### src/cedt_pkg.sv
// constants, register map and carrier types for the error diagnostic block
package cedt_pkg;

  localparam int unsigned ADDR_W = 4;
  localparam int unsigned DATA_W = 16;

  // register indices on the plain register port
  localparam logic [3:0] OFS_GLOBAL_CONFIG = 4'h0;
  localparam logic [3:0] OFS_ERR_COUNTERS  = 4'h1;
  localparam logic [3:0] OFS_ERR_DIAG      = 4'h2;
  localparam logic [3:0] OFS_BIT_TIMER     = 4'h3;
  localparam logic [3:0] OFS_IRQ_ENABLE    = 4'h4;
  localparam logic [3:0] OFS_IRQ_PENDING   = 4'h5;
  localparam logic [3:0] OFS_IRQ_CLEAR     = 4'h6;

  // global_config_reg fields
  localparam int unsigned CFG_ENABLE_BIT = 0;
  localparam int unsigned CFG_TIMESTAMP_ENABLE_BIT = 1;
  localparam int unsigned CFG_TXPOL_BIT  = 2;
  localparam int unsigned CFG_RXPOL_BIT  = 3;
  localparam logic [3:0]  CFG_RESET      = 4'h0;

  // error interrupt enable, pending and clear share bit 15
  localparam int unsigned ERR_IRQ_BIT = 15;

  // error_diag_reg fields
  localparam int unsigned DIAG_FIELD_LSB = 0;
  localparam int unsigned DIAG_POS_LSB   = 4;
  localparam int unsigned DIAG_TXE_BIT   = 10;
  localparam int unsigned DIAG_STUFF_BIT = 11;
  localparam int unsigned DIAG_CRC_BIT   = 12;
  localparam int unsigned DIAG_MON_BIT   = 13;
  localparam int unsigned DIAG_DRIVE_BIT = 14;
  localparam int unsigned DIAG_RSVD_BIT  = 15;

  localparam logic [15:0] REG16_RESET = 16'h0000;
  localparam logic [7:0]  CNT8_RESET  = 8'h00;
  localparam logic [5:0]  POS_RESET   = 6'h00;

  // frame field codes
  localparam logic [3:0] FLD_ERROR        = 4'h0;
  localparam logic [3:0] FLD_ERROR_DEL    = 4'h1;
  localparam logic [3:0] FLD_ERROR_ECHO   = 4'h2;
  localparam logic [3:0] FLD_BUS_IDLE     = 4'h3;
  localparam logic [3:0] FLD_ACK          = 4'h4;
  localparam logic [3:0] FLD_EOF          = 4'h5;
  localparam logic [3:0] FLD_INTERMISSION = 4'h6;
  localparam logic [3:0] FLD_SUSPEND_TX   = 4'h7;
  localparam logic [3:0] FLD_SOF          = 4'h8;
  localparam logic [3:0] FLD_ARBITRATION  = 4'h9;
  localparam logic [3:0] FLD_IDE          = 4'ha;
  localparam logic [3:0] FLD_EXT_ARB      = 4'hb;
  localparam logic [3:0] FLD_R1_R0        = 4'hc;
  localparam logic [3:0] FLD_DLC          = 4'hd;
  localparam logic [3:0] FLD_DATA         = 4'he;
  localparam logic [3:0] FLD_CRC          = 4'hf;

  // bus levels inside the block, before pin polarity
  localparam logic LVL_RECESSIVE = 1'b1;

  typedef struct packed {
    logic       start;  // new frame field begins this cycle
    logic [3:0] code;   // field code
    logic [5:0] len;    // field length in bits
  } cedt_field_t;

  typedef struct packed {
    logic detect;       // bus error detected this cycle
    logic stuff;        // stuffing rule violated
    logic crc;          // received crc invalid
  } cedt_err_t;

  typedef struct packed {
    logic tx_bit;       // bit the protocol engine wants on the bus
    logic is_tx;        // engine is the active transmitter
    logic ack_slot;     // acknowledge slot as receiver
    logic err_flag;     // sending an active error flag
  } cedt_drive_t;

  typedef struct packed {
    logic       load;   // new counter values
    logic [7:0] rx_error_count;
    logic [7:0] tx_error_count;
  } cedt_cnt_t;

  typedef struct packed {
    logic       valid;  // message buffer transfer completed
    logic [3:0] buf_idx;
  } cedt_done_t;

  typedef struct packed {
    logic        valid;   // write stamp into buffer
    logic [3:0]  buf_idx;
    logic [15:0] stamp;
  } cedt_stamp_t;

endpackage

### src/cedt_error_diag.sv
// error counters, last-error diagnostic, bit timer and bus pin stage
// Contract
// - read-only register: receive count high byte, transmit count low byte
// - read-only diagnostic of the latest bus error, cleared by reset
// - bits 3..0 hold the field code of the errored field
// - bits 9..4 hold bit position, loaded length-1, decremented per bit
// - bit 10 set when the block was transmitter at the error
// - bit 11 set when the error was a stuffing violation
// - bit 12 flags invalid crc, meaningful only in the ack field
// - bit 13 holds the receive pin level at the error
// - bit 14 holds the transmit pin level at the error
// - as receiver, drive bus only in ack slot or active error flag
// - free-running 16-bit bit counter, zero after reset
// - with stamp enable, buffer 0 transfer clears the bit counter
// - each good frame copies the bit counter into the buffer stamp
// - disabling also disables the receive pin
// - configuration is kept across disable and re-enable
// - one transmit and one receive pin, each with its polarity flag
// - any counter change sets error pending, interrupt when enabled
//
// The register offsets and the address-and-strobe port were chosen for this implementation.
`timescale 1ns/1ps
`default_nettype none

module cedt_error_diag (
  input  wire logic                   clk,         // 200 MHz system clock
  input  wire logic                   resetn,      // async reset, low
  input  wire logic [3:0]             reg_addr,    // register index
  input  wire logic [15:0]            reg_wdata,   // write data
  input  wire logic                   reg_wr,      // write strobe
  input  wire logic                   reg_rd,      // read strobe
  output logic [15:0]                 reg_rdata,   // read data, next cycle
  input  wire logic                   bit_tick,    // one pulse per can bit
  input  wire cedt_pkg::cedt_field_t  field_in,    // field start marker
  input  wire cedt_pkg::cedt_err_t    err_in,      // error detection
  input  wire cedt_pkg::cedt_drive_t  drive_in,    // engine drive request
  input  wire cedt_pkg::cedt_cnt_t    cnt_in,      // error counter update
  input  wire cedt_pkg::cedt_done_t   done_in,     // buffer transfer done
  output var  cedt_pkg::cedt_stamp_t  stamp_out,   // stamp write to buffer
  output logic                        rx_bit,      // received bus level
  output logic                        ctrl_enable, // controller enabled
  output logic                        err_irq,     // error interrupt
  input  wire logic                   bus_rx_pin,  // receive pin
  output logic                        bus_tx_pin   // transmit pin
);

  ////////////////////////////////////////////////////////////////////////
  // register port decode

  logic [3:0]  cfg_q;
  logic        ien_q;
  logic        ipend_q;
  logic [7:0]  rec_q;
  logic [7:0]  tec_q;
  logic [15:0] diag_q;
  logic [15:0] tmr_q;
  logic [5:0]  pos_q;
  logic [3:0]  field_q;
  logic        rx_s1_q;
  logic        rx_s2_q;
  logic        rx_s3_q;
  logic        rx_pin_q;
  logic [15:0] rd_d;

  logic wr_cfg;
  logic wr_ien;
  logic wr_clr;
  logic tmr_clear;
  logic cnt_changed;
  logic tx_level;

  assign wr_cfg = reg_wr && (reg_addr == cedt_pkg::OFS_GLOBAL_CONFIG);
  assign wr_ien = reg_wr && (reg_addr == cedt_pkg::OFS_IRQ_ENABLE);
  assign wr_clr = reg_wr && (reg_addr == cedt_pkg::OFS_IRQ_CLEAR)
                  && reg_wdata[cedt_pkg::ERR_IRQ_BIT];

  // configuration survives a disable; only reset clears it
  always_ff @(posedge clk or negedge resetn)
  begin
    if (!resetn)
      cfg_q <= cedt_pkg::CFG_RESET;
    else if (wr_cfg)
      cfg_q <= reg_wdata[3:0];
  end

  always_ff @(posedge clk or negedge resetn)
  begin
    if (!resetn)
      ien_q <= 1'b0;
    else if (wr_ien)
      ien_q <= reg_wdata[cedt_pkg::ERR_IRQ_BIT];
  end

  assign ctrl_enable = cfg_q[cedt_pkg::CFG_ENABLE_BIT];

  // read-only registers simply have no write path
  always_comb
  begin
    rd_d = cedt_pkg::REG16_RESET;
    unique case (reg_addr)
      cedt_pkg::OFS_GLOBAL_CONFIG: rd_d = {12'h000, cfg_q};
      cedt_pkg::OFS_ERR_COUNTERS:  rd_d = {rec_q, tec_q};
      cedt_pkg::OFS_ERR_DIAG:      rd_d = diag_q;
      cedt_pkg::OFS_BIT_TIMER:     rd_d = tmr_q;
      cedt_pkg::OFS_IRQ_ENABLE:    rd_d = {ien_q, 15'h0000};
      cedt_pkg::OFS_IRQ_PENDING:   rd_d = {ipend_q, 15'h0000};
      default:                     rd_d = cedt_pkg::REG16_RESET;
    endcase
  end

  always_ff @(posedge clk or negedge resetn)
  begin
    if (!resetn)
      reg_rdata <= cedt_pkg::REG16_RESET;
    else if (reg_rd)
      reg_rdata <= rd_d;
    else
      reg_rdata <= cedt_pkg::REG16_RESET;
  end

  ////////////////////////////////////////////////////////////////////////
  // error counters and error interrupt

  always_ff @(posedge clk or negedge resetn)
  begin
    if (!resetn)
    begin
      rec_q <= cedt_pkg::CNT8_RESET;
      tec_q <= cedt_pkg::CNT8_RESET;
    end
    else if (cnt_in.load)
    begin
      rec_q <= cnt_in.rx_error_count;
      tec_q <= cnt_in.tx_error_count;
    end
  end

  assign cnt_changed = cnt_in.load
                       && ({cnt_in.rx_error_count, cnt_in.tx_error_count} != {rec_q, tec_q});

  // a change landing with a clear still leaves the flag set
  always_ff @(posedge clk or negedge resetn)
  begin
    if (!resetn)
      ipend_q <= 1'b0;
    else if (cnt_changed)
      ipend_q <= 1'b1;
    else if (wr_clr)
      ipend_q <= 1'b0;
  end

  always_ff @(posedge clk or negedge resetn)
  begin
    if (!resetn)
      err_irq <= 1'b0;
    else
      err_irq <= (ipend_q || cnt_changed) && ien_q;
  end

  ////////////////////////////////////////////////////////////////////////
  // field tracking and last-error capture

  always_ff @(posedge clk or negedge resetn)
  begin
    if (!resetn)
    begin
      field_q <= cedt_pkg::FLD_ERROR;
      pos_q   <= cedt_pkg::POS_RESET;
    end
    else if (field_in.start)
    begin
      field_q <= field_in.code;
      pos_q   <= field_in.len - 6'h01;
    end
    else if (bit_tick)
      pos_q <= pos_q - 6'h01;
  end

  // only the newest error is kept; older records are overwritten
  always_ff @(posedge clk or negedge resetn)
  begin
    if (!resetn)
      diag_q <= cedt_pkg::REG16_RESET;
    else if (err_in.detect)
    begin
      diag_q[cedt_pkg::DIAG_RSVD_BIT]  <= 1'b0;
      diag_q[cedt_pkg::DIAG_DRIVE_BIT] <= bus_tx_pin;
      diag_q[cedt_pkg::DIAG_MON_BIT]   <= rx_pin_q;
      diag_q[cedt_pkg::DIAG_CRC_BIT]   <= err_in.crc;
      diag_q[cedt_pkg::DIAG_STUFF_BIT] <= err_in.stuff;
      diag_q[cedt_pkg::DIAG_TXE_BIT]   <= drive_in.is_tx;
      diag_q[9:4] <= pos_q;
      diag_q[3:0] <= field_q;
    end
  end

  ////////////////////////////////////////////////////////////////////////
  // bit timer and time stamps

  assign tmr_clear = done_in.valid && (done_in.buf_idx == 4'h0)
                     && cfg_q[cedt_pkg::CFG_TIMESTAMP_ENABLE_BIT];

  // a clear in the same cycle as a bit wins: buffer 0 restarts the base
  always_ff @(posedge clk or negedge resetn)
  begin
    if (!resetn)
      tmr_q <= cedt_pkg::REG16_RESET;
    else if (tmr_clear)
      tmr_q <= cedt_pkg::REG16_RESET;
    else if (bit_tick)
      tmr_q <= tmr_q + 16'h0001;
  end

  // the stamp carries the value before any clear of this same cycle
  always_ff @(posedge clk or negedge resetn)
  begin
    if (!resetn)
      stamp_out <= '0;
    else
    begin
      stamp_out.valid   <= done_in.valid;
      stamp_out.buf_idx <= done_in.buf_idx;
      stamp_out.stamp   <= tmr_q;
    end
  end

  ////////////////////////////////////////////////////////////////////////
  // bus pins

  always_ff @(posedge clk or negedge resetn)
  begin
    if (!resetn)
    begin
      rx_s1_q <= 1'b1;
      rx_s2_q <= 1'b1;
      rx_s3_q <= 1'b1;
    end
    else
    begin
      rx_s1_q <= bus_rx_pin;
      rx_s2_q <= rx_s1_q;
      rx_s3_q <= rx_s2_q;
    end
  end

  // a level counts only once two stages past the first agree
  always_ff @(posedge clk or negedge resetn)
  begin
    if (!resetn)
      rx_pin_q <= 1'b1;
    else if (rx_s2_q == rx_s3_q)
      rx_pin_q <= rx_s3_q;
  end

  // disabled controller ignores the pin, so keep rx wake-up elsewhere
  always_ff @(posedge clk or negedge resetn)
  begin
    if (!resetn)
      rx_bit <= cedt_pkg::LVL_RECESSIVE;
    else if (!ctrl_enable)
      rx_bit <= cedt_pkg::LVL_RECESSIVE;
    else
      rx_bit <= rx_pin_q ^ cfg_q[cedt_pkg::CFG_RXPOL_BIT];
  end

  always_comb
  begin
    if (!ctrl_enable)
      tx_level = cedt_pkg::LVL_RECESSIVE;
    else if (drive_in.is_tx || drive_in.ack_slot || drive_in.err_flag)
      tx_level = drive_in.tx_bit;
    else
      tx_level = cedt_pkg::LVL_RECESSIVE;
  end

  always_ff @(posedge clk or negedge resetn)
  begin
    if (!resetn)
      bus_tx_pin <= cedt_pkg::LVL_RECESSIVE;
    else
      bus_tx_pin <= tx_level ^ cfg_q[cedt_pkg::CFG_TXPOL_BIT];
  end

  ////////////////////////////////////////////////////////////////////////
  // checks

  cnt_read_a:
    assert property (@(posedge clk) disable iff (!resetn)
      reg_rd && reg_addr == cedt_pkg::OFS_ERR_COUNTERS
      |=> reg_rdata == {$past(rec_q), $past(tec_q)})
    else $error("error counter read mismatch");

  diag_field_a:
    assert property (@(posedge clk) disable iff (!resetn)
      err_in.detect |=> diag_q[3:0] == $past(field_q))
    else $error("diag field code not captured");

  pos_load_a:
    assert property (@(posedge clk) disable iff (!resetn)
      field_in.start ##1 (bit_tick && !field_in.start)
      |=> pos_q == $past(field_in.len, 2) - 6'h02)
    else $error("bit position load or count wrong");

  diag_txe_a:
    assert property (@(posedge clk) disable iff (!resetn)
      err_in.detect |=> diag_q[10] == $past(drive_in.is_tx)
                        && diag_q[11] == $past(err_in.stuff)
                        && diag_q[12] == $past(err_in.crc))
    else $error("diag error type bits wrong");

  diag_lines_a:
    assert property (@(posedge clk) disable iff (!resetn)
      err_in.detect |=> diag_q[13] == $past(rx_pin_q)
                        && diag_q[14] == $past(bus_tx_pin))
    else $error("diag line samples wrong");

  diag_hold_a:
    assert property (@(posedge clk) disable iff (!resetn)
      !err_in.detect |=> $stable(diag_q) && !diag_q[15])
    else $error("diag changed without an error");

  rx_quiet_a:
    assert property (@(posedge clk) disable iff (!resetn)
      !drive_in.is_tx && !drive_in.ack_slot && !drive_in.err_flag
      |=> bus_tx_pin == ~$past(cfg_q[cedt_pkg::CFG_TXPOL_BIT]))
    else $error("receiver drove the bus");

  tmr_inc_a:
    assert property (@(posedge clk) disable iff (!resetn)
      bit_tick && !tmr_clear |=> tmr_q == $past(tmr_q) + 16'h0001)
    else $error("bit timer did not advance");

  tmr_clr_a:
    assert property (@(posedge clk) disable iff (!resetn)
      tmr_clear |=> tmr_q == 16'h0000)
    else $error("bit timer not cleared by buffer 0");

  stamp_cap_a:
    assert property (@(posedge clk) disable iff (!resetn)
      done_in.valid |=> stamp_out.valid && stamp_out.stamp == $past(tmr_q))
    else $error("time stamp not captured");

  rx_off_a:
    assert property (@(posedge clk) disable iff (!resetn)
      !ctrl_enable |=> rx_bit == cedt_pkg::LVL_RECESSIVE)
    else $error("receive pin seen while disabled");

  irq_set_a:
    assert property (@(posedge clk) disable iff (!resetn)
      cnt_changed |=> ipend_q ##0 (err_irq == $past(ien_q)))
    else $error("counter change did not set pending");

  err_txer_c: cover property (@(posedge clk) disable iff (!resetn)
    err_in.detect && drive_in.is_tx);
  stamp_buf0_c: cover property (@(posedge clk) disable iff (!resetn)
    tmr_clear && bit_tick);
  irq_clear_c: cover property (@(posedge clk) disable iff (!resetn)
    cnt_changed && wr_clr);

endmodule

`default_nettype wire

### config.mk
export PLATFORM = sky130hd
export DESIGN_NAME = cedt_error_diag
export DESIGN_NICKNAME = d
export VERILOG_FILES = /design/src/cedt_pkg.sv /design/src/cedt_error_diag.sv
export SDC_FILE = /design/constraint.sdc
export NUM_CORES = 1
export LEC_CHECK = 0
export BUFFER_PORTS_ARGS = -buffer_cell sky130_fd_sc_hd__clkbuf_2
export CAP_MARGIN = 20
export CORE_MARGIN = 4
export CORE_UTILIZATION = 26
export DETAILED_ROUTE_END_ITERATION = 7
export PLACE_DENSITY_LB_ADDON = 0.05
export SLEW_MARGIN = 20
export SYNTH_ARGS = -nofsm -noshare
export SYNTH_HDL_FRONTEND = slang
export SYNTH_SLANG_ARGS = --single-unit
export TNS_END_PERCENT = 20
### constraint.sdc
create_clock -name clk -period 2.4 [get_ports clk]
set_clock_uncertainty 0.2 [all_clocks]
set_input_delay 0.24 -clock clk [delete_from_list [all_inputs] [get_ports clk]]
set_output_delay 0.24 -clock clk [all_outputs]
set_load 0.01 [all_outputs]
# After elaboration in Yosys (flattened, before gate mapping)
# Cells that the tools add are included.
# totals
reg_bits	107
inputBits	66
# classes
muxes	11
n_bitwise	2
eq_ne	8
n_reduce_logical	16
addsub	3
# ops
operator	count
16-bit one-hot mux with 6 select lines	1
16-bit two-way mux	3
16-bit by 1-bit adder with 16-bit output (second input constant)	1
16-bit != test	1
4-bit by 3-bit == test with 1-bit output (second input constant)	3
6-bit two-way mux	2
6-bit by 1-bit subtractor with 6-bit output (second input constant)	2
4-bit by 2-bit == test with 1-bit output (second input constant)	2
1-bit logical AND	8
4-bit logical NOT	2
2-bit nonzero test	3
1-bit two-way mux	5
4-bit by 1-bit == test with 1-bit output (second input constant)	1
1-bit logical OR	3
1-bit XOR	2
1-bit == test	1

# Longest topological paths before layout
# Gate-level depths: netlist of run 1.
# logic_depth
depth_word	5
ltp_mapped	8

# Worst setup path after synthesis of run 1
# Ideal clock, no wire load.
# synth_timing
path_type	input -> register
start	in field_in[10] (netlist bit)
end	reg pos_q[4]
t_arrival_ns	1.514
setup_slack_ns	0.547
n_path_buf	2
stages	7
setup_time_ns	0.139
cell_sequence	buf_2 buf_1 mux2i_1 ha_1 o21ai_0 xor2_1 mux2i_1
# synth_between
elab_chain_len	1
elab_cells_between_ends	2
cone_classes	mux: 1; reduce/logical: 1
# synth_rtl
element	line_no	rtl
start, declared	cedt_error_diag.sv:34	input wire cedt_pkg::cedt_field_t field_in,
6-bit two-way mux or 2-bit nonzero test (tied branches)	n/a	
end signal, assigned	cedt_error_diag.sv:168	pos_q <= cedt_pkg::POS_RESET;
end signal, assigned	cedt_error_diag.sv:173	pos_q <= field_in.len - 6'h01;
end signal, assigned	cedt_error_diag.sv:176	pos_q <= pos_q - 6'h01;
end, declared	cedt_error_diag.sv:57	logic [5:0] pos_q;
# Parallel ways exist; a longest one is shown, timed or not.
# A chain may end at the register's enable or synchronous reset.

# Worst setup path in the final report of run 1
# layout_timing
start	in done_in[0] (netlist bit)
end	reg tmr_q[15]
# layout_between
elab_chain_len	4
elab_cells_between_ends	5
cone_classes	mux: 1; reduce/logical: 4
# layout_rtl
element	line_no	rtl
start, declared	cedt_error_diag.sv:38	input wire cedt_pkg::cedt_done_t done_in,
4-bit logical NOT (*)	cedt_error_diag.sv:200	assign tmr_clear = done_in.valid && (done_in.buf_idx == 4'h0)
1-bit logical AND (*)	cedt_error_diag.sv:200	
1-bit logical AND (*)	cedt_error_diag.sv:201	&& cfg_q[cedt_pkg::CFG_TIMESTAMP_ENABLE_BIT];
16-bit two-way mux or 2-bit nonzero test (tied branches)	n/a	
end signal, assigned	cedt_error_diag.sv:207	tmr_q <= cedt_pkg::REG16_RESET;
end signal, assigned	cedt_error_diag.sv:209	tmr_q <= cedt_pkg::REG16_RESET;
end signal, assigned	cedt_error_diag.sv:211	tmr_q <= tmr_q + 16'h0001;
end, declared	cedt_error_diag.sv:56	logic [15:0] tmr_q;
# Every way passes the cells marked *; elsewhere a longest branch is shown, timed or not.

==> results.txt, run 1 <==
DR DRC count: 0
clk buf depth: 2
sequential area share after synthesis: 59.3%
initial antenna violation count: 0
Fin Setup TNS: 0 ns
Synth area leader: dfrtp_1
Worst Tran Pin Value: 0.602 ns
final non-filler cell total: 711
Final setup viols: 0
Die Wd: 140 um
Final Wtd Congestion: 0.724
fmax: 467 MHz
Cell Area, Synth: 4530 um^2
crit end category: flop
register area: 2690 um^2
vias per inst: 4.35
Routed Antenna Nets: 0
clock root buffer: clkbuf_16
Syn Area/Cell: 13.2 um^2
area occupied by multi-input gates: 1780 um^2
arrival time worst endpoint: 2.17 ns
crit path max fanout: 9
Final #Nets: 554
hold path start: field_in[2]
Power Density: 779 nW/um^2
die height: 140 um
leak pwr: 2.71 nW
IO buf count: 95
Final min period: 2.14 ns
first-pass GRT wire length: 18000 um
final core occ: 35.9%
CTS tree: done
CORE AREA: 16800 um^2
area delta synth->final: 33.5%
worst skew pair latency: 0.35 ns
number of flops mapped to enable cells by yosys: 0
Iter 0 DRT Violations: 183
Tcrit/Tclk final: 89.2%
synth top area cells: dfrtp_1, mux2_2, xnor2_1
CTS Buf Count: 9
Worst Hold Class: in2reg
drt first pass iters: 4
Total Power: 4.71 mW
syn_nets: 410
RSZ-0062 raised after global routing: false
cell count after synthesis: 342
Slew HR: 59.9%
Max VDD drop: 0.353 mV
Cell Rows: 47
routed len/inst: 15.7 um
number of cells after detailed placement: 655
CP startpoint: done_in[0]
RR Startpoint: tmr_q[15]
flops & latches, synth: 107
largest net degree at the start of global routing: 108
Syn. warnings: 0
Pins Over Slew Limit: 0
CTS Sinks: 107
outcome: complete, no violations
final hold slack: 0.0325 ns
Detailed Place HPWL: 8190 um
layout cells sized above 1: 37.9%
Post-CTS Setup Bufs: 0
routed via count: 3091
Primary FF master, synth: dfrtp_1
Worst-path clk slew: 0.07 ns
final hold vios: 0
# fillers: 1706
Yosys cell types: 38
top-area cell type share of the netlist area: 55.8%
vias in the first global route: 3273
final wirelength: 11100 um
Starting Density: 26.9%
max-cap viol count: 0
Setup CP Type: in2reg
required time of the critical path: 2.43 ns
All-Layer GR Usage: 11.9%
asr flop ratio synth: 100%
antenna diode count: 0
CP Launch Type: input port
I/O Pins: 107
grt total ovfl: 0
H-tree level count: 3
die area: 19600 um^2
==> stage by stage <==
stage                     setup WS (ns)  area [um^2]
final                             0.259         6040
after floorplan                   0.547         4530
after global routing              0.185         6040
after global placement            0.440         5320
after detailed placement          0.428         5320
after CTS                         0.255         6040
==> critical path, cell delays in order <==
cell and delay [ns]:
dlygate4sd3_1 0.53, clkbuf_2 0.11, or4b_4 0.55, nor3b_4 0.40
nor2b_1 0.08, mux2_2 0.26
==> synth_stat cells, drive strengths merged (2+ instances only) <==
library cell,instances
o211ai,3
a22oi,12
xnor2,25
mux2,52
nor2b,8
nand2,9
nor2,31
or3,3
mux2i,7
dfrtp,101
nor3,7
nor3b,4
clkbuf,5
ha,2
o21ai,5
a21oi,4
nand3,6
buf,9
xor2,14
and4,2
nand4,10
dfstp,6
mux4,4
==> cells by family (layout without fill, tap and decap cells) <==
family	count (synthesis)	after routing	synth area share [%]
adders and majority gates	3	3	0.774
DFF	107	107	59.3
xor gates and xnor gates	39	39	7.55
buffers and inverters	15	164	1.41
muxes	63	63	16.5
and+or+nand+nor	85	85	9.87
AOI/OAI and AO/OA	30	30	4.62
==> report_power, final <==
group	switching [mW]	total, mW	internal [mW]
sequential	0.171	2.24	2.07
clock	0.651	1.59	0.940
combinational	0.414	0.876	0.462
==> cells in the final DEF (no fill, tap or decap), types with 2 or more instances in the layout <==
cell type        n
xor2_1          14
nor3_1           7
o211ai_1         3
xnor2_1         25
nor3b_1          3
nand3_1          6
o21ai_0          5
dfrtp_1        101
and4_1           2
ha_1             2
clkbuf_16        9
nand4_1         10
clkbuf_2        94
dfstp_2          6
a22oi_1         12
or3_1            3
nor2_1          31
mux2i_1          7
dlygate4sd3_1   40
nand2_1          9
mux2_2          52
buf_4           12
mux4_2           4
nor2b_1          8
a21oi_1          4
clkinv_2         2
bufinv_16        2
==> path summary, 6_finish.rpt <==
kind                            endpoint  slack (ns)  depth (start not counted)
min reg2reg                      rx_s2_q        0.16                          0
max in group asynchronous       rec_q[5]        1.23                          3
min                             pos_q[2]        0.03                          3
max reg2reg                reg_rdata[15]        0.35                          5
min in group asynchronous  stamp_out[20]        0.30                          3
max                            tmr_q[15]        0.26                          6
==> repair_timing <==
action                                  CTS  global route
endpoints found under the hold margin   139             0
endpoints found under the setup margin    0             0
gates resized for setup                   0             0
hold buffers                             40             0
==> area by class of cell <==
type | count | share of cell area (%)
Clock buffer | 11 | 4.02
Clock inverter | 5 | 1.28
Inverter | 1 | 0.0621
Multi-Input combinational cell | 220 | 29.4
Sequential cell | 107 | 44.4
Tap cell | 220 | 4.55
Timing Repair Buffer | 147 | 16.2
==> flip-flops by register name, summed over array words and instances, names as in the netlist, 4 cells and up <==
name / count
cfg_q: 4
reg_rdata: 16
field_q: 4
tmr_q: 16
pos_q: 6
rec_q: 8
stamp_out: 21
diag_q: 15
tec_q: 8
==> routing by layer <==
layer	vias up	GRT usage, %	wire (um)
li1	1501	-	-
met3	16	2.25	353
met4	0	4.90	217
met5	-	0	0
met1	1521	15.7	5170
met2	53	19.2	5410
Note: power is estimated with default switching activity, not from simulation.
==> run 2: changes to the inputs <==
CORE_UTILIZATION = 25   (was 26)
clock period = 2.5 ns   (was 2.4 ns; I/O delays follow)
==> results.txt, run 2 (synthesis gave the netlist of run 1 again) <==
commonest non-fill, non-tap cell in the layout: dfrtp_1 (unchanged)
Final min period: 2.10 ns
Metal-1 WL: 5280 um (was 5170 um)
sequential power share: 48.0% (was 47.6%)
met3 wire length: 364 um (was 353 um)
Total Power: 4.55 mW (was 4.71 mW)
Fin Setup TNS: 0 ns (unchanged)
Worst Hold Class: in2reg (unchanged)
number of cells after detailed placement: 660 (was 655)
outcome: complete, no violations (unchanged)
final hold vios: 0 (unchanged)
final hold slack: 0.0103 ns (was 0.0325 ns)
Slew HR: 61.8% (was 59.9%)
antenna diode count: 0 (unchanged)
crit end category: flop (unchanged)
Tcrit/Tclk final: 83.9%
RSZ-0062 raised after global routing: false (unchanged)
Switching Share: 27.5% (was 26.3%)
Most flops, register: stamp_out (unchanged)
required time of the critical path: 2.58 ns (was 2.43 ns)
CORE AREA: 17500 um^2 (was 16800 um^2)
CTS tree: done (unchanged)
leak pwr: 2.71 nW (about the same)
met2 WL: 5850 um (was 5410 um)
H-tree level count: 3 (unchanged)
drt first pass iters: 4 (unchanged)
first-pass GRT wire length: 19000 um (was 18000 um)
Pins Over Slew Limit: 0 (unchanged)
# resized after CTS: 0 (unchanged)
clk buf depth: 2 (unchanged)
Critical Path Sink: reg_rdata[15] (was tmr_q[15])
max-cap viol count: 0 (unchanged)
max reg flops: 21 (unchanged)
routed len/inst: 16.4 um (was 15.7 um)
IO buf count: 95 (unchanged)
DR DRC count: 0 (unchanged)
worst skew pair latency: 0.35 ns (about the same)
arrival time worst endpoint: 2.18 ns (was 2.17 ns)
r2r worst-path depth: 5 (unchanged)
crit path max fanout: 4 (was 9)
routed via count: 3114 (was 3091)
CP Launch Type: input port (unchanged)
logic gate share of total power: 17.7% (was 18.6%)
die area: 20300 um^2 (was 19600 um^2)
Sw Pwr: 1.25 mW (was 1.24 mW)
Cell Rows: 48 (was 47)
cell-internal power: 3.30 mW (was 3.47 mW)
Max VDD drop: 0.341 mV (was 0.353 mV)
vias in the first global route: 3369 (was 3273)
fmax: 477 MHz
Starting Density: 25.8% (was 26.9%)
Final setup viols: 0 (unchanged)
Worst-path clk slew: 0.07 ns (about the same)
Power Density: 751 nW/um^2 (was 779 nW/um^2)
Setup CP Type: in2reg (unchanged)
r2r setup slk: 0.47 ns (was 0.35 ns)
All-Layer GR Usage: 12.4% (was 11.9%)
Detailed Place HPWL: 8840 um (was 8190 um)
commonest cells after routing, fill and taps aside: dfrtp_1, clkbuf_2, mux2_2 (unchanged)
area delta synth->final: 33.8% (was 33.5%)
Iter 0 DRT Violations: 171 (was 183)
CTS Sinks: 107 (unchanged)
I/O Pins: 107 (unchanged)
final wirelength: 11700 um (was 11100 um)
Routed Antenna Nets: 0 (unchanged)
# fillers: 1804 (was 1706)
RR Startpoint: tmr_q[15] (unchanged)
CP startpoint: reg_addr[3] (was done_in[0])
top sig layer: met4 (unchanged)
largest net degree at the start of global routing: 34 (was 108)
Clk network pwr share: 34.4% (was 33.8%)
die height: 143 um (was 140 um)
largest registers: stamp_out x21, reg_rdata x16, tmr_q x16 (unchanged)
CTS Buf Count: 9 (unchanged)
layout cells sized above 1: 38.2% (was 37.9%)
clock root buffer: clkbuf_16 (unchanged)
Die Wd: 143 um (was 140 um)
Final #Nets: 553 (was 554)
vias per inst: 4.36 (was 4.35)
final non-filler cell total: 715 (was 711)
Final Wtd Congestion: 0.732 (was 0.724)
grt total ovfl: 0 (unchanged)
initial antenna violation count: 0 (unchanged)
r2r endpoint: reg_rdata[15] (unchanged)
Worst Tran Pin Value: 0.573 ns (was 0.602 ns)
-- run 2: worst min path at each step --
stage                startpoint            end  slack [ns]  cells past startpoint
floorplan                resetn       cfg_q[0]       -0.25                      0
global placement         resetn  stamp_out[16]        0.05                      1
detailed placement       resetn  stamp_out[19]        0.06                      1
CTS                 field_in[5]       pos_q[5]       0.005                      3
global route        field_in[2]       pos_q[2]        0.02                      3
finish              field_in[5]       pos_q[5]        0.01                      3
-- run 2: power groups by stage --
stage	logic [mW]	registers (mW)	clock network, mW
finish	0.804	2.18	1.56
CTS	0.827	2.19	1.64
floorplan	0.406	2.20	0
global route	0.897	2.23	1.69
detailed placement	0.776	2.22	0
global placement	0.763	2.22	0
-- run 2: cell type report --
type,instances,area [um^2],area share [%]
sequential,107,2690,44.3
multi-input combinational,220,1780,29.4
timing repair buffer,146,983,16.2
tap,225,282,4.65
clock buffer,9,225,3.72
clock inverter,7,100,1.65
inverter,1,3.75,0.0620
-- run 2: worst max-delay path, stage by stage --
cell and delay, ns:
dlygate4sd3_1 0.54, clkbuf_2 0.13, o31ai_1 0.23, a22oi_1 0.12, a2111oi_0 0.29, dlygate4sd3_1 0.61
-- run 2: layer usage --
metal	vias up	global-route usage, %
li1	1498	-
met1	1555	16.0
met2	49	20.6
met3	12	2.15
met4	0	4.80
met5	-	0
-- run 2: timing repair --
item,in CTS,in global routing
hold buffers,39,0
hold endpoints to repair,65,0
setup buffers,0,0
-- run 2: through the flow --
stage               area [um^2]  util (%)  setup slack [ns]
floorplan                  4530         -             0.637
global placement           5340      30.5             0.563
detailed placement         5340      30.5             0.531
CTS                        6060      34.5             0.432
global route               6060      34.5             0.235
finish                     6060      34.5             0.403
==> run 3: changes to the inputs <==
clock period = 1.8 ns   (was 2.5 ns; I/O delays follow)
==> results.txt, run 3 (synthesis gave the netlist of run 1 again) <==
outcome: complete, no violations (unchanged)
largest registers: stamp_out x21, reg_rdata x16, tmr_q x16 (unchanged)
max-cap viol count: 0 (unchanged)
vias in the first global route: 3521 (was 3369)
crit end category: flop (unchanged)
commonest non-fill, non-tap cell in the layout: dfrtp_1 (unchanged)
Power Density: 1030 nW/um^2 (was 751 nW/um^2)
count of buffer and inverter cells on the critical path: 2 (was 3)
met2 WL: 5950 um (was 5850 um)
H-tree level count: 3 (unchanged)
final hold slack: 0.0466 ns (was 0.0103 ns)
Detailed Place HPWL: 8870 um (was 8840 um)
area delta synth->final: 39.3% (was 33.8%)
Max VDD drop: 0.572 mV (was 0.341 mV)
# fillers: 1792 (was 1804)
RSZ-0062 raised after global routing: true (was false)
worst setup margin: 0.0525 ns (was 0.403 ns)
DP Worst Slack: -0.0148 ns (was 0.531 ns)
CP Launch Type: input port (unchanged)
leak pwr: 2.84 nW (was 2.71 nW)
slowest CP cell: dlygate4sd3_1 (unchanged)
commonest cells after routing, fill and taps aside: dfrtp_1, clkbuf_2, mux2_2 (unchanged)
CTS Sinks: 107 (unchanged)
final non-filler cell total: 742 (was 715)
Starting Density: 25.8% (unchanged)
CP max stage delay: 0.55 ns (was 0.61 ns)
routed len/inst: 16.1 um (was 16.4 um)
layout cells sized above 1: 40.6% (was 38.2%)
final hold vios: 0 (unchanged)
Most flops, register: stamp_out (unchanged)
initial antenna violation count: 0 (unchanged)
clock root buffer: clkbuf_16 (unchanged)
crit path cell chain: dlygate4sd3_1 -> clkbuf_2 -> xnor2_1 -> nand4_1 -> o41a_1 -> o21a_1 (was dlygate4sd3_1 -> clkbuf_2 -> o31ai_1 -> a22oi_1 -> a2111oi_0 -> dlygate4sd3_1)
CORE AREA: 17500 um^2 (unchanged)
Final min period: 1.75 ns
Worst-path clk slew: 0.07 ns (about the same)
Final #Nets: 580 (was 553)
Metal-1 WL: 5320 um (was 5280 um)
grt total ovfl: 0 (unchanged)
Final setup viols: 0 (unchanged)
Fin Setup TNS: 0 ns (unchanged)
antenna diode count: 0 (unchanged)
Cell Rows: 48 (unchanged)
top sig layer: met4 (unchanged)
I/O Pins: 107 (unchanged)
die height: 143 um (unchanged)
met3 wire length: 442 um (was 364 um)
DR DRC count: 0 (unchanged)
routed via count: 3224 (was 3114)
drt first pass iters: 4 (unchanged)
largest net degree at the start of global routing: 65 (was 34)
required time of the critical path: 1.84 ns (was 2.58 ns)
vias per inst: 4.35 (was 4.36)
number of cells after detailed placement: 679 (was 660)
Worst Hold Class: in2reg (unchanged)
All-Layer GR Usage: 12.5% (was 12.4%)
Final Wtd Congestion: 0.739 (was 0.732)
die area: 20300 um^2 (unchanged)
IO buf count: 95 (unchanged)
CTS Buf Count: 9 (unchanged)
CTS tree: done (unchanged)
Tcrit/Tclk final: 97.1%
final core occ: 36.0% (was 34.5%)
first-pass GRT wire length: 19300 um (was 19000 um)
Setup CP Type: in2reg (unchanged)
Routed Antenna Nets: 0 (unchanged)
arrival time worst endpoint: 1.78 ns (was 2.18 ns)
fmax: 572 MHz
Worst Tran Pin Value: 0.754 ns (was 0.573 ns)
crit path max fanout: 2 (was 4)
max reg flops: 21 (unchanged)
delay-heaviest family, CP: buffers and inverters (unchanged)
worst skew pair latency: 0.35 ns (about the same)
Die Wd: 143 um (unchanged)
Iter 0 DRT Violations: 143 (was 171)
clk buf depth: 2 (unchanged)
Pins Over Slew Limit: 0 (unchanged)
final wirelength: 12000 um (was 11700 um)
Slew HR: 49.6% (was 61.8%)
==> run 3: through the flow <==
| stage | cell area, um^2 | total power [mW] |
|---|---|---|
| after floorplan | 4530 | 3.62 |
| after global placement | 5480 | 4.22 |
| after detailed placement | 5480 | 4.24 |
| after CTS | 6290 | 6.59 |
| after global routing | 6310 | 6.84 |
| final | 6310 | 6.47 |
==> run 3: area by class of cell <==
type | instances | area, um^2 | area share, %
clock buffers | 11 | 253 | 4.01
clock inverters | 5 | 83.8 | 1.33
inverters | 1 | 3.75 | 0.0595
multi-input cells | 220 | 1800 | 28.5
repair buffers | 173 | 1200 | 19.1
flip-flops and latches | 107 | 2690 | 42.6
well taps | 225 | 282 | 4.46
==> run 3: metal layers <==
metal  up-vias  global-route usage (%)
met4         0                    5.45
met3        15                    2.72
li1       1554                       -
met5         -                       0
met1      1601                    15.4
met2        54                    21.1
==> run 3: where the power goes <==
part           total (mW)  switching, mW  leakage (nW)  internal (mW)
Sequential           2.96          0.205          1.33           2.76
Clock                2.22          0.920         0.158           1.30
Combinational        1.28          0.604          1.35          0.681
Total                6.47           1.73          2.84           4.74
==> run 3: repair_timing <==
action / 4_1_cts / 5_1_grt
cloned: 0 / 0
buffers inserted: 0 / 1
resized for setup: 1 / 2
endpoints found under the setup margin: 1 / 5
pin swaps: 0 / 2
endpoints found under the hold margin: 145 / 0
hold buffers: 46 / 0
==> run 3: worst reg2reg max path: stages (launching register included) <==
cell and delay [ns]:
dfrtp_1 0.35, nand4_1 0.16, or2_1 0.27, nor3_2 0.18
buf_4 0.13, mux2_2 0.31
==> run 3: final timing paths <==
check,start,end,slack [ns],cells past startpoint
max,cnt_in[14],err_irq,0.05,6
max reg2reg,tmr_q[2],tmr_q[15],0.09,5
min in group asynchronous,resetn,stamp_out[1],0.16,3
min reg2reg,rx_s1_q,rx_s2_q,0.16,0
max in group asynchronous,resetn,stamp_out[18],0.63,3
min,drive_in[0],bus_tx_pin,0.05,4
